--- src/lih_params.svh ---
// Purpose: Offsets, field positions, reset values and timing counts
// Assumes: 32-bit Avalon-MM word addressing in bytes
// Notes: Holding bit n sits at data bit 15-n, so bit zero is leftmost
`ifndef LIH_PARAMS_SVH
`define LIH_PARAMS_SVH

// ************************************************************
// Register byte offsets
// ************************************************************
`define LIH_OFF_MICRO_HOLD 6'h00
`define LIH_OFF_MACRO_HOLD 6'h04
`define LIH_OFF_MICRO_MASK 6'h08
`define LIH_OFF_MACRO_MASK 6'h0c
`define LIH_OFF_ENCODE 6'h10
`define LIH_OFF_STATMODE 6'h14
`define LIH_OFF_RTC_LIMIT 6'h18
`define LIH_OFF_IRQ_STAT 6'h1c
`define LIH_OFF_IRQ_MASK 6'h20
`define LIH_OFF_CTRL 6'h24

// ************************************************************
// Fixed source assignment, holding bit numbers
// ************************************************************
`define LIH_MICRO_VALID 16'he99f
`define LIH_MACRO_VALID 16'hfffd
`define LIH_BIT_LOOP_A 4'h0
`define LIH_BIT_CONSOLE 4'h1
`define LIH_BIT_LOOP_B 4'h2
`define LIH_BIT_SUBSYS3 4'h3
`define LIH_BIT_PRINTER 4'h4
`define LIH_BIT_CASSETTE 4'h7
`define LIH_BIT_CLOCK 4'h8
`define LIH_BIT_READER 4'hb
`define LIH_BIT_LOOP_C 4'hc

// ************************************************************
// Interrupt status bits and reset values
// ************************************************************
`define LIH_EV_MICRO 0
`define LIH_EV_MACRO 1
`define LIH_EV_POLL 2
`define LIH_EV_LOST 3
`define LIH_RST_LIMIT 16'h0001
`define LIH_RST_MASK 16'h0000

// ************************************************************
// Timing
// ************************************************************
`define LIH_CLK_NS 10
`define LIH_RTC_PERIOD_NS 3300000
`define LIH_POLL_LIMIT_NS 20000
`define LIH_POLL_CYC (`LIH_POLL_LIMIT_NS / `LIH_CLK_NS)
`define LIH_RTC_CYC (`LIH_RTC_PERIOD_NS / `LIH_CLK_NS)
`endif

--- src/lih_pkg.sv ---
// Purpose: Types shared by the holding unit
// Assumes: Nothing beyond the params header
// Notes: Service selection kinds
package lih_pkg;
  typedef enum logic [1:0] {
    LIH_SVC_NONE = 2'b00,
    LIH_SVC_MICRO = 2'b01,
    LIH_SVC_MACRO = 2'b10
  } lih_svc_t;
endpackage : lih_pkg

--- src/lih_unit.sv ---
// Purpose: Level interrupt holding unit with Avalon-MM register slave
// Assumes: Source lines asynchronous to clk_sys
// Notes: Holding bit n appears at data bit 15-n
`timescale 1ns/10ps
`include "lih_params.svh"
module lih_unit
  import lih_pkg::*;
#(
  parameter int RTC_CYC = `LIH_RTC_CYC,
  parameter int POLL_CYC = `LIH_POLL_CYC
) (
  input wire logic clk_sys,
  input wire logic rstn,
  input wire logic [5:0] avs_address,
  input wire logic avs_read,
  input wire logic avs_write,
  input wire logic [31:0] avs_writedata,
  input wire logic [3:0] avs_byteenable,
  output logic [31:0] avs_readdata,
  output logic avs_waitrequest,
  input wire logic [15:0] micro_src,
  input wire logic [15:0] macro_src,
  input wire logic [2:0] loop_irq,
  input wire logic [15:0] statmode_set,
  output logic [15:0] ctl_out,
  output logic fetch_defer,
  output logic [1:0] svc_kind,
  output logic irq
);

  // ************************************************************
  // Input synchronisers
  // ************************************************************
  logic [15:0] mic_s1_r, mic_s2_r, mac_s1_r, mac_s2_r, set_s1_r, set_s2_r;
  logic [2:0] loop_s1_r, loop_s2_r;
  always_ff @(posedge clk_sys or negedge rstn) begin
    if (!rstn) begin
      mic_s1_r <= 16'h0000;
      mic_s2_r <= 16'h0000;
      mac_s1_r <= 16'h0000;
      mac_s2_r <= 16'h0000;
      set_s1_r <= 16'h0000;
      set_s2_r <= 16'h0000;
      loop_s1_r <= 3'h0;
      loop_s2_r <= 3'h0;
    end else begin
      mic_s1_r <= micro_src;
      mic_s2_r <= mic_s1_r;
      mac_s1_r <= macro_src;
      mac_s2_r <= mac_s1_r;
      set_s1_r <= statmode_set;
      set_s2_r <= set_s1_r;
      loop_s1_r <= loop_irq;
      loop_s2_r <= loop_s1_r;
    end
  end

  // ************************************************************
  // Real-time clock
  // ************************************************************
  logic [31:0] rtc_cnt_r;
  logic [15:0] rtc_div_r, rtc_limit_r;
  logic rtc_micro_r, rtc_macro_r;
  logic rtc_tick;
  logic [31:0] rtc_cnt_nxt;
  logic [15:0] rtc_div_nxt;
  assign rtc_tick = (rtc_cnt_r == 32'(RTC_CYC - 1));
  assign rtc_cnt_nxt = rtc_tick ? 32'h0 : rtc_cnt_r + 32'h1;
  assign rtc_div_nxt = (rtc_div_r + 16'h1 >= rtc_limit_r) ? 16'h0 : rtc_div_r + 16'h1;
  // Clock lines are level: micro stays up until the next tick drops it, macro until the divider wraps
  always_ff @(posedge clk_sys or negedge rstn) begin
    if (!rstn) begin
      rtc_cnt_r <= 32'h0;
      rtc_div_r <= 16'h0;
      rtc_micro_r <= 1'b0;
      rtc_macro_r <= 1'b0;
    end else begin
      rtc_cnt_r <= rtc_cnt_nxt;
      if (rtc_tick) begin
        rtc_micro_r <= ~rtc_micro_r;
        rtc_div_r <= rtc_div_nxt;
        if (rtc_div_nxt == 16'h0) begin
          rtc_macro_r <= ~rtc_macro_r;
        end
      end
    end
  end

  // ************************************************************
  // Source wiring into the holding words
  // ************************************************************
  logic [15:0] micro_lines, macro_lines;
  // Left-numbered position n is data bit 15-n
  always_comb begin
    micro_lines = mic_s2_r;
    micro_lines[15-`LIH_BIT_LOOP_A] = loop_s2_r[0];
    micro_lines[15-`LIH_BIT_LOOP_B] = loop_s2_r[1];
    micro_lines[15-`LIH_BIT_CLOCK] = rtc_micro_r;
    micro_lines = micro_lines & `LIH_MICRO_VALID;
    macro_lines = mac_s2_r;
    macro_lines[15-`LIH_BIT_LOOP_A] = loop_s2_r[0];
    macro_lines[15-`LIH_BIT_LOOP_B] = loop_s2_r[1];
    macro_lines[15-`LIH_BIT_LOOP_C] = loop_s2_r[2];
    macro_lines[15-`LIH_BIT_CLOCK] = rtc_macro_r;
    macro_lines = macro_lines & `LIH_MACRO_VALID;
  end

  // ************************************************************
  // Bus decode
  // ************************************************************
  logic wait_r, wreq_r;
  logic acc, rd_fire, wr_fire;
  logic hit_mih, hit_mah, hit_mim, hit_mam, hit_enc, hit_sm, hit_lim, hit_ist, hit_imk, hit_ctl;
  // Two wait states: take and capture, then answer from flops
  assign acc = (avs_read | avs_write) & ~wait_r & wreq_r;
  assign rd_fire = avs_read & wait_r;
  assign wr_fire = avs_write & ~wreq_r;
  assign hit_mih = avs_address == `LIH_OFF_MICRO_HOLD;
  assign hit_mah = avs_address == `LIH_OFF_MACRO_HOLD;
  assign hit_mim = avs_address == `LIH_OFF_MICRO_MASK;
  assign hit_mam = avs_address == `LIH_OFF_MACRO_MASK;
  assign hit_enc = avs_address == `LIH_OFF_ENCODE;
  assign hit_sm = avs_address == `LIH_OFF_STATMODE;
  assign hit_lim = avs_address == `LIH_OFF_RTC_LIMIT;
  assign hit_ist = avs_address == `LIH_OFF_IRQ_STAT;
  assign hit_imk = avs_address == `LIH_OFF_IRQ_MASK;
  assign hit_ctl = avs_address == `LIH_OFF_CTRL;
  logic [15:0] wd16;
  assign wd16 = avs_writedata[15:0];
  logic we_lo;
  assign we_lo = wr_fire & (&avs_byteenable[1:0]);

  // ************************************************************
  // Holding registers, captured by the read of each
  // ************************************************************
  logic [15:0] micro_interrupt_hold_r, macro_interrupt_hold_r;
  always_ff @(posedge clk_sys or negedge rstn) begin
    if (!rstn) begin
      micro_interrupt_hold_r <= 16'h0000;
      macro_interrupt_hold_r <= 16'h0000;
    end else begin
      // Capture on the read's first edge so the answer is stable
      if (acc & avs_read & (hit_mih | hit_enc)) begin
        micro_interrupt_hold_r <= micro_lines;
      end
      if (acc & avs_read & (hit_mah | hit_enc)) begin
        macro_interrupt_hold_r <= macro_lines;
      end
    end
  end

  // ************************************************************
  // Control registers
  // ************************************************************
  logic [15:0] micro_mask_r, macro_mask_r, statmode_r, irq_mask_r;
  logic [3:0] irq_stat_r;
  logic int_en_r, fetch_r;
  always_ff @(posedge clk_sys or negedge rstn) begin
    if (!rstn) begin
      micro_mask_r <= `LIH_RST_MASK;
      macro_mask_r <= `LIH_RST_MASK;
      rtc_limit_r <= `LIH_RST_LIMIT;
      int_en_r <= 1'b0;
      fetch_r <= 1'b0;
    end else begin
      if (we_lo & hit_mim) begin
        micro_mask_r <= wd16;
      end
      if (we_lo & hit_mam) begin
        macro_mask_r <= wd16;
      end
      if (we_lo & hit_lim) begin
        rtc_limit_r <= (wd16 == 16'h0) ? 16'h1 : wd16;
      end
      if (we_lo & hit_ctl) begin
        int_en_r <= wd16[0];
        fetch_r <= wd16[1];
      end else begin
        fetch_r <= 1'b0;
      end
    end
  end

  // External set wins over a same-cycle program clear
  logic [15:0] statmode_nxt;
  assign statmode_nxt = ((we_lo & hit_sm) ? wd16 : statmode_r) | set_s2_r;
  always_ff @(posedge clk_sys or negedge rstn) begin
    if (!rstn) begin
      statmode_r <= 16'h0000;
      ctl_out <= 16'h0000;
    end else begin
      statmode_r <= statmode_nxt;
      ctl_out <= statmode_nxt;
    end
  end

  // ************************************************************
  // Priority encoders and service selection
  // ************************************************************
  logic mic_act, mac_act;
  logic [3:0] mic_num, mac_num;
  lih_prio_enc #(.W(16)) u_enc_micro (
    .hold(micro_interrupt_hold_r),
    .mask(micro_mask_r),
    .active(mic_act),
    .num(mic_num)
  );
  lih_prio_enc #(.W(16)) u_enc_macro (
    .hold(macro_interrupt_hold_r),
    .mask(macro_mask_r),
    .active(mac_act),
    .num(mac_num)
  );
  lih_svc_t svc;
  assign svc = mic_act ? LIH_SVC_MICRO : (mac_act ? LIH_SVC_MACRO : LIH_SVC_NONE);

  // ************************************************************
  // Poll watchdog and events
  // ************************************************************
  logic [31:0] poll_cnt_r;
  logic poll_late, poll_seen;
  assign poll_seen = acc & avs_read & (hit_mih | hit_mah | hit_enc);
  assign poll_late = (poll_cnt_r == 32'(POLL_CYC - 1)) & ~poll_seen;
  always_ff @(posedge clk_sys or negedge rstn) begin
    if (!rstn) begin
      poll_cnt_r <= 32'h0;
    end else if (poll_seen | poll_late) begin
      poll_cnt_r <= 32'h0;
    end else begin
      poll_cnt_r <= poll_cnt_r + 32'h1;
    end
  end

  logic [3:0] ev, irq_stat_nxt;
  assign ev[`LIH_EV_MICRO] = |micro_lines;
  assign ev[`LIH_EV_MACRO] = |macro_lines;
  assign ev[`LIH_EV_POLL] = poll_late;
  assign ev[`LIH_EV_LOST] = rtc_tick & rtc_macro_r & rtc_div_nxt == 16'h0;
  assign irq_stat_nxt = (irq_stat_r & ~((we_lo & hit_ist) ? wd16[3:0] : 4'h0)) | ev;
  always_ff @(posedge clk_sys or negedge rstn) begin
    if (!rstn) begin
      irq_stat_r <= 4'h0;
      irq_mask_r <= `LIH_RST_MASK;
      irq <= 1'b0;
      fetch_defer <= 1'b0;
      svc_kind <= 2'b00;
    end else begin
      irq_stat_r <= irq_stat_nxt;
      if (we_lo & hit_imk) begin
        irq_mask_r <= wd16;
      end
      irq <= |(irq_stat_nxt & irq_mask_r[3:0]);
      // Macro only defers fetch when firmware asks and enabled
      fetch_defer <= fetch_r & int_en_r & mac_act & ~mic_act;
      svc_kind <= svc;
    end
  end

  // ************************************************************
  // Read data and handshake
  // ************************************************************
  logic [15:0] rd_mux;
  assign rd_mux = hit_mih ? micro_interrupt_hold_r : hit_mah ? macro_interrupt_hold_r :
    hit_mim ? micro_mask_r : hit_mam ? macro_mask_r :
    hit_enc ? {1'b0, mac_act, mac_num, svc, mic_act, mic_num, 3'h0} :
    hit_sm ? statmode_r : hit_lim ? rtc_limit_r :
    hit_ist ? {12'h0, irq_stat_r} : hit_imk ? irq_mask_r :
    hit_ctl ? {14'h0, fetch_r, int_en_r} : 16'h0000;
  logic [31:0] rdata_r;
  always_ff @(posedge clk_sys or negedge rstn) begin
    if (!rstn) begin
      wait_r <= 1'b0;
      wreq_r <= 1'b1;
      rdata_r <= 32'h0;
    end else begin
      wait_r <= acc;
      wreq_r <= ~wait_r;
      rdata_r <= rd_fire ? {16'h0, rd_mux} : 32'h0;
    end
  end
  // Registered answer costs a cycle but keeps both outputs glitch-free
  assign avs_waitrequest = wreq_r;
  assign avs_readdata = rdata_r;
endmodule : lih_unit

--- src/lih_prio_enc.sv ---
// Purpose: Leftmost-first priority encoder over one masked holding word
// Assumes: Holding bit n is data bit 15-n
// Notes: Purely combinational
`timescale 1ns/10ps
module lih_prio_enc #(
  parameter int W = 16
) (
  input wire logic [W-1:0] hold,
  input wire logic [W-1:0] mask,
  output logic active,
  output logic [3:0] num
);
  logic [W-1:0] live;
  assign live = hold & mask;
  assign active = |live;
  always_comb begin
    num = 4'h0;
    for (int i = W - 1; i >= 0; i--) begin
      if (live[W-1-i]) begin
        num = 4'(i);
      end
    end
  end
endmodule : lih_prio_enc

--- config.mk ---
export PLATFORM = sky130hd
export DESIGN_NAME = lih_unit
export DESIGN_NICKNAME = d
export VERILOG_FILES = /design/src/lih_pkg.sv /design/src/lih_unit.sv /design/src/lih_prio_enc.sv
export VERILOG_INCLUDE_DIRS = /design/src /design/src/src
export SDC_FILE = /design/constraint.sdc
export NUM_CORES = 1
export LEC_CHECK = 0
export ABC_AREA = 1
export BUFFER_PORTS_ARGS = -buffer_cell sky130_fd_sc_hd__buf_2
export CAP_MARGIN = 20
export CORE_MARGIN = 2
export CORE_UTILIZATION = 59
export DETAILED_ROUTE_END_ITERATION = 10
export PLACE_DENSITY = 0.8
export SYNTH_ARGS = -nofsm -noshare
export SYNTH_HDL_FRONTEND = slang
export SYNTH_SLANG_ARGS = --single-unit
--- constraint.sdc ---
create_clock -name clk_sys -period 3.2 [get_ports clk_sys]
set_input_delay 0.16 -clock clk_sys [delete_from_list [all_inputs] [get_ports clk_sys]]
set_output_delay 0.16 -clock clk_sys [all_outputs]
set_load 0.01 [all_outputs]
# After elaboration in Yosys (flattened, before gate mapping)
# Cells that the tools add are included.
# classes
eq_ne	11
muxes	52
bitwise	41
addsub	3
n_lt_le_gt_ge	1
n_reduce_logical	10
# ops
cell	count
$mux 16	13
$mux 4	33
$add 32x1->32 const B	2
$mux 32	2
$and 16x16->16	2
$eq 32x11->1 const B	1
$eq 32x19->1 const B	1
$logic_not 16->1	2
$reduce_or 16->1	2
$eq 6x5->1 const B	4
$and 1x1->1	22
$add 16x1->16 const B	1
$ge 16x16->1	1
$or 16x16->16	1
$reduce_or 15->1	1
$eq 6x4->1 const B	2
$eq 6x6->1 const B	2
$reduce_or 11->1	1
$and 4x4->4	2
$eq 6x3->1 const B	1
$logic_not 6->1	1
$mux 2	3
$not 1->1	6
$or 1x1->1	6
5 further kinds	6
# word_totals
ff_bits	314
word_cells	147

# Depth between registers and ports, before layout
# depth
word_depth	23
ltp_mapped	23

# Hierarchy
# From an unflattened synthesis, not the netlist that was laid out.
# hier_totals
hier_cells	1548
area_unflattened_um2	13563.0
# by_module_without_submodules
module	seq_area_each_um2	cells_each	area_per_inst_um2	instances
lih_unit	7309.5	1438	13037.5	1
lih_prio_enc	0.0	55	262.8	2

# Worst setup path before layout
# Ideal clock, no wire load.
# synth_path
kind	register -> register
startpoint	reg rtc_div_r[0]
endpoint	reg irq
slack_ns	0.511
stages_incl_launch_ff	22
synth_period_minus_slack_ns	2.689
t_arrival_ns	2.570
setup_ns	0.119
cell_sequence	dfrtp_1 ha_1 nand2_1 nor2_4 nand3_1 nor2_1 xor2_1 ha_1 nand2_1 nor2_1 and2_1 nand3_1 clkinv_1 nor2_1 buf_4 o21ai_1 nand2_1 nor2_2 nand3_2 nand2_2 nand2_1 nand2_1
# synth_between
elab_chain_cells	8
# synth_lines
element	line	text
from (decl)	lih_unit.sv:62	logic [15:0] rtc_div_r, rtc_limit_r;
from (signal assigned)	lih_unit.sv:81	rtc_div_r <= rtc_div_nxt;
$add 16x1->16 (*)	lih_unit.sv:69	assign rtc_div_nxt = (rtc_div_r + 16'h1 >= rtc_limit_r) ? 16'h0 : rtc_div_r + 16'h1;
$ge 16x16->1	lih_unit.sv:69	
$mux 16 (*)	lih_unit.sv:69	
$logic_not 16->1 (*)	lih_unit.sv:238	assign ev[`LIH_EV_LOST] = rtc_tick & rtc_macro_r & rtc_div_nxt == 16'h0;
$and 1x1->1 (*)	lih_unit.sv:238	
$or 4x4->4 (*)	lih_unit.sv:239	assign irq_stat_nxt = (irq_stat_r & ~((we_lo & hit_ist) ? wd16[3:0] : 4'h0)) | ev;
named net irq_stat_nxt[3]	lih_unit.sv:234	logic [3:0] ev, irq_stat_nxt;
$and 4x4->4 (*)	lih_unit.sv:252	irq <= |(irq_stat_nxt & irq_mask_r[3:0]);
$reduce_or 4->1 (*)	lih_unit.sv:252	
to (signal assigned)	lih_unit.sv:252	
to (decl)	lih_unit.sv:28	output logic irq
# Mark *: on every way through the listed nets, which the timed path passes. The rest lies on a longest branch.
# A chain may end at the register's enable or synchronous reset.

# Worst setup path after layout
# Same ends and word-level chain as after synthesis.

==> results.yml <==
pwr:
  switching_share_pct: 24.08
  seq_power_share_pct: 47.2
  power_frac_clock_pct: 44.9
  power_switching_w: 0.002089
  power_frac_comb_pct: 7.9
  internal-power_w: 0.006586
  leakage_nw: 7.950
  power_w: 0.008675
  max-vdd-ir-drop_uv: 514.1
  powerDensity_mw_per_mm2: 536.7
sta:
  timing.fmax_mhz: 332.9
  drv_slew: 0
  post-route-worst-setup-slack_ps: 195.8
  finalCriticalPeriod_ps: 3004
  finalSetupTns_ps: 0
  setup_viol: 0
  tightest_slew_ps: 813.3
  timing.final.crit_share_pct: 93.88
  skew_ps: 10.24
  finalHoldViolCount: 0
  slew-limit-headroom_pct: 45.78
placed_design:
  postPlaceCellArea_sq_mm: 0.01439
  portBuffers: 102
  pre_cts_slack_ps: 149.0
  dpl.hpwl_mm: 24.97
  gp_congestion: 0.9503
global_route:
  grt_first_pass_wirelength_mm: 56.30
  grt_pass1_vias: 11050
  grt_max_degree: 106
  antenna_found_initial: 2
  track_usage_pct: 29.55
  grt_overflow: 0
worst_setup_path:
  path_max_fanout: 11
  timing.rr.start: "rtc_div_r[0]"
  critPathKind: "flip-flop to flip-flop"
  cp.required_ps: 3640
  cp-start-kind: "flip-flop"
  r2r_cells: 21
  timing.rr.end: "irq"
  end_kind: "flip-flop"
  reg2reg_slack_ps: 200
  cp.arrival_ps: 3440
clocking:
  htreeDepth: 1
  cts_sinks: 292
  insertion_delay_ps: 560
  cts_root_buf: "clkbuf_16"
  cts_buffer_depth: 3
  clk_pin_slew_ps: 60
  cts_tree: "done"
  cts_made_buffers: 31
finish:
  final_util_pct: 71.38
  final_area_sq_mm: 0.01616
  syn2layout_area_growth_pct: 19.07
  drive_above_1_share_pct: 15.57
  mostFrequentLayoutCell: "nand2_1"
  final_cell_mix: "nand2_1, dfrtp_1, inv_1"
  nets: 1839
  reg_top3: "poll_cnt_r: 32 flops, rtc_cnt_r: 32 flops"
floorplan:
  num_rows: 55
  core_area_sq_mm: 0.02264
  die_x_um: 155.7
  dieArea_sq_mm: 0.02423
  boundaryPins: 150
  start_util_pct: 59.95
  die_h_um: 155.7
worst_hold_path:
  worstHoldStart: "avs_address[4]"
  min_path_cells: 4
  hp-class: "input pin to flip-flop"
  min_to: "fetch_r"
status:
  status: "finished, final reports clean"
routing:
  vias: 11410
  drtIter0Drc: 1089
  viasPerCell: 5.609
  wl_per_cell_um: 17.46
  wl_mm: 35.52
  postRouteAntennaNets: 0
  drc_errors: 0
  dr.pass1.iters: 5
synth:
  ys_types: 54
  synth_cells: 1544
  avgSynthCellArea_sq_um: 8.791
  synth-main-ff-cell: "dfrtp_1"
  synth_area_sq_mm: 0.01357
  synth_seq_cells: 292
  synth-edff-count: 0
  ys_warn_count: 0
  synth-seq-area-share_pct: 53.85
  synthArstFlopShare_pct: 100.0
flow_run:
  drv_cap: 0
-- cells by family (layout without fill, tap and decap cells) --
group                    Yosys count  after routing  synth area share (%)
AND/OR/NAND/NOR                  685            685                 22.95
flip-flops                       292            292                 53.85
AO/OA/AOI/OAI                    249            249                 10.24
buffers and inverters            246            434                 7.522
XOR/XNOR                          36             36                 2.323
adder cells (fa/ha/maj)           19             19                 1.751
multiplexers                      16             16                 1.327
other                              1             18               0.02763
-- power groups by stage --
stage	Clock [W]	Sequential [W]	Combinational, W
final	0.00390	0.00409	0.000681
after global routing	0.00409	0.00412	0.000767
after CTS	0.00394	0.00409	0.000681
after detailed placement	0	0.00415	0.000622
after global placement	0	0.00414	0.000596
after floorplan	0	0.00409	0.000384
-- routing by layer --
metal | track usage (%) | routed length (um)
met1 | 39.29 | 14640
met2 | 48.40 | 16810
met3 | 5.333 | 2579
met4 | 12.15 | 1493
met5 | 0 | 0
-- cells in the mapped netlist (3+ instances only) --
cell / n / area [sq um]
xnor2_1: 4 / 35.03
nand3_1: 58 / 290.3
nor3b_1: 4 / 30.03
inv_1: 168 / 630.6
nor2_2: 11 / 68.82
o21ai_0: 95 / 475.5
nor2_1: 110 / 412.9
xor2_1: 32 / 280.3
nand3_2: 4 / 40.04
a22oi_1: 9 / 67.56
buf_2: 15 / 75.07
nand4_1: 35 / 219.0
o21a_1: 4 / 30.03
clkbuf_1: 14 / 52.55
inv_2: 25 / 93.84
nor2_4: 6 / 67.56
dfrtp_1: 290 / 7257
a31oi_1: 3 / 18.77
o211ai_1: 8 / 60.06
o21ai_2: 3 / 26.28
clkinv_1: 3 / 11.26
nand2_2: 6 / 37.54
nor3_1: 40 / 200.2
nand2_1: 363 / 1363
a221oi_1: 5 / 43.79
nor3_4: 3 / 48.80
nor3_2: 7 / 70.07
buf_4: 21 / 157.7
mux2_2: 16 / 180.2
ha_1: 19 / 237.7
o21ai_1: 34 / 170.2
a21oi_1: 69 / 345.3
o2111ai_1: 5 / 43.79
o22ai_1: 3 / 18.77
nor4_1: 26 / 162.7
-- metrics by stage --
step                      hold slack (ps)  cells
after floorplan                    -135.6   1559
after global placement              267.9   1914
after detailed placement            269.3   1914
after CTS                           23.13   2029
after global routing                68.83   2034
final                               42.11   2034
-- worst max-delay path: stages, from the launching register on --
cell	delay [ps]
dfrtp_1	370
ha_1	190
nand2_1	100
nor2_4	200
nand3_2	100
nor2_1	140
xor2_1	240
ha_1	270
nand2_1	70
nor2_1	60
and2_1	150
nand3_1	120
clkinv_1	120
nor2_4	120
buf_12	140
o21ai_1	60
nand2_1	120
nor2_4	70
nand3_2	70
nand2_2	50
nand2_1	60
nand2_1	60
-- what timing repair did --
item	in CTS	in global routing
endpoints found under the hold margin	190	0
setup buffers	0	2
hold buffers	58	0
resized for setup	0	5
endpoints found under the setup margin	0	3
-- worst max-delay path by stage --
stage	start	endpoint	slack (ps)
after floorplan	rtc_div_r[0]	irq	510
after global placement	rtc_div_r[0]	irq	250
after detailed placement	rtc_div_r[0]	irq	150
after CTS	rtc_div_r[0]	irq	140
after global routing	rtc_div_r[1]	irq	-40
final	rtc_div_r[0]	irq	200
-- final cells by class --
class | instances | area (sq um)
tap | 285 | 356.6
sequential | 292 | 7310
clock inverter | 21 | 296.5
inverter | 196 | 735.7
timing repair buffer | 181 | 1314
fill | 1681 | 6479
clock buffer | 36 | 824.5
multi-input combinational | 1021 | 5320
antenna | 2 | 5.005
Power figures use the tool's default switching activity.
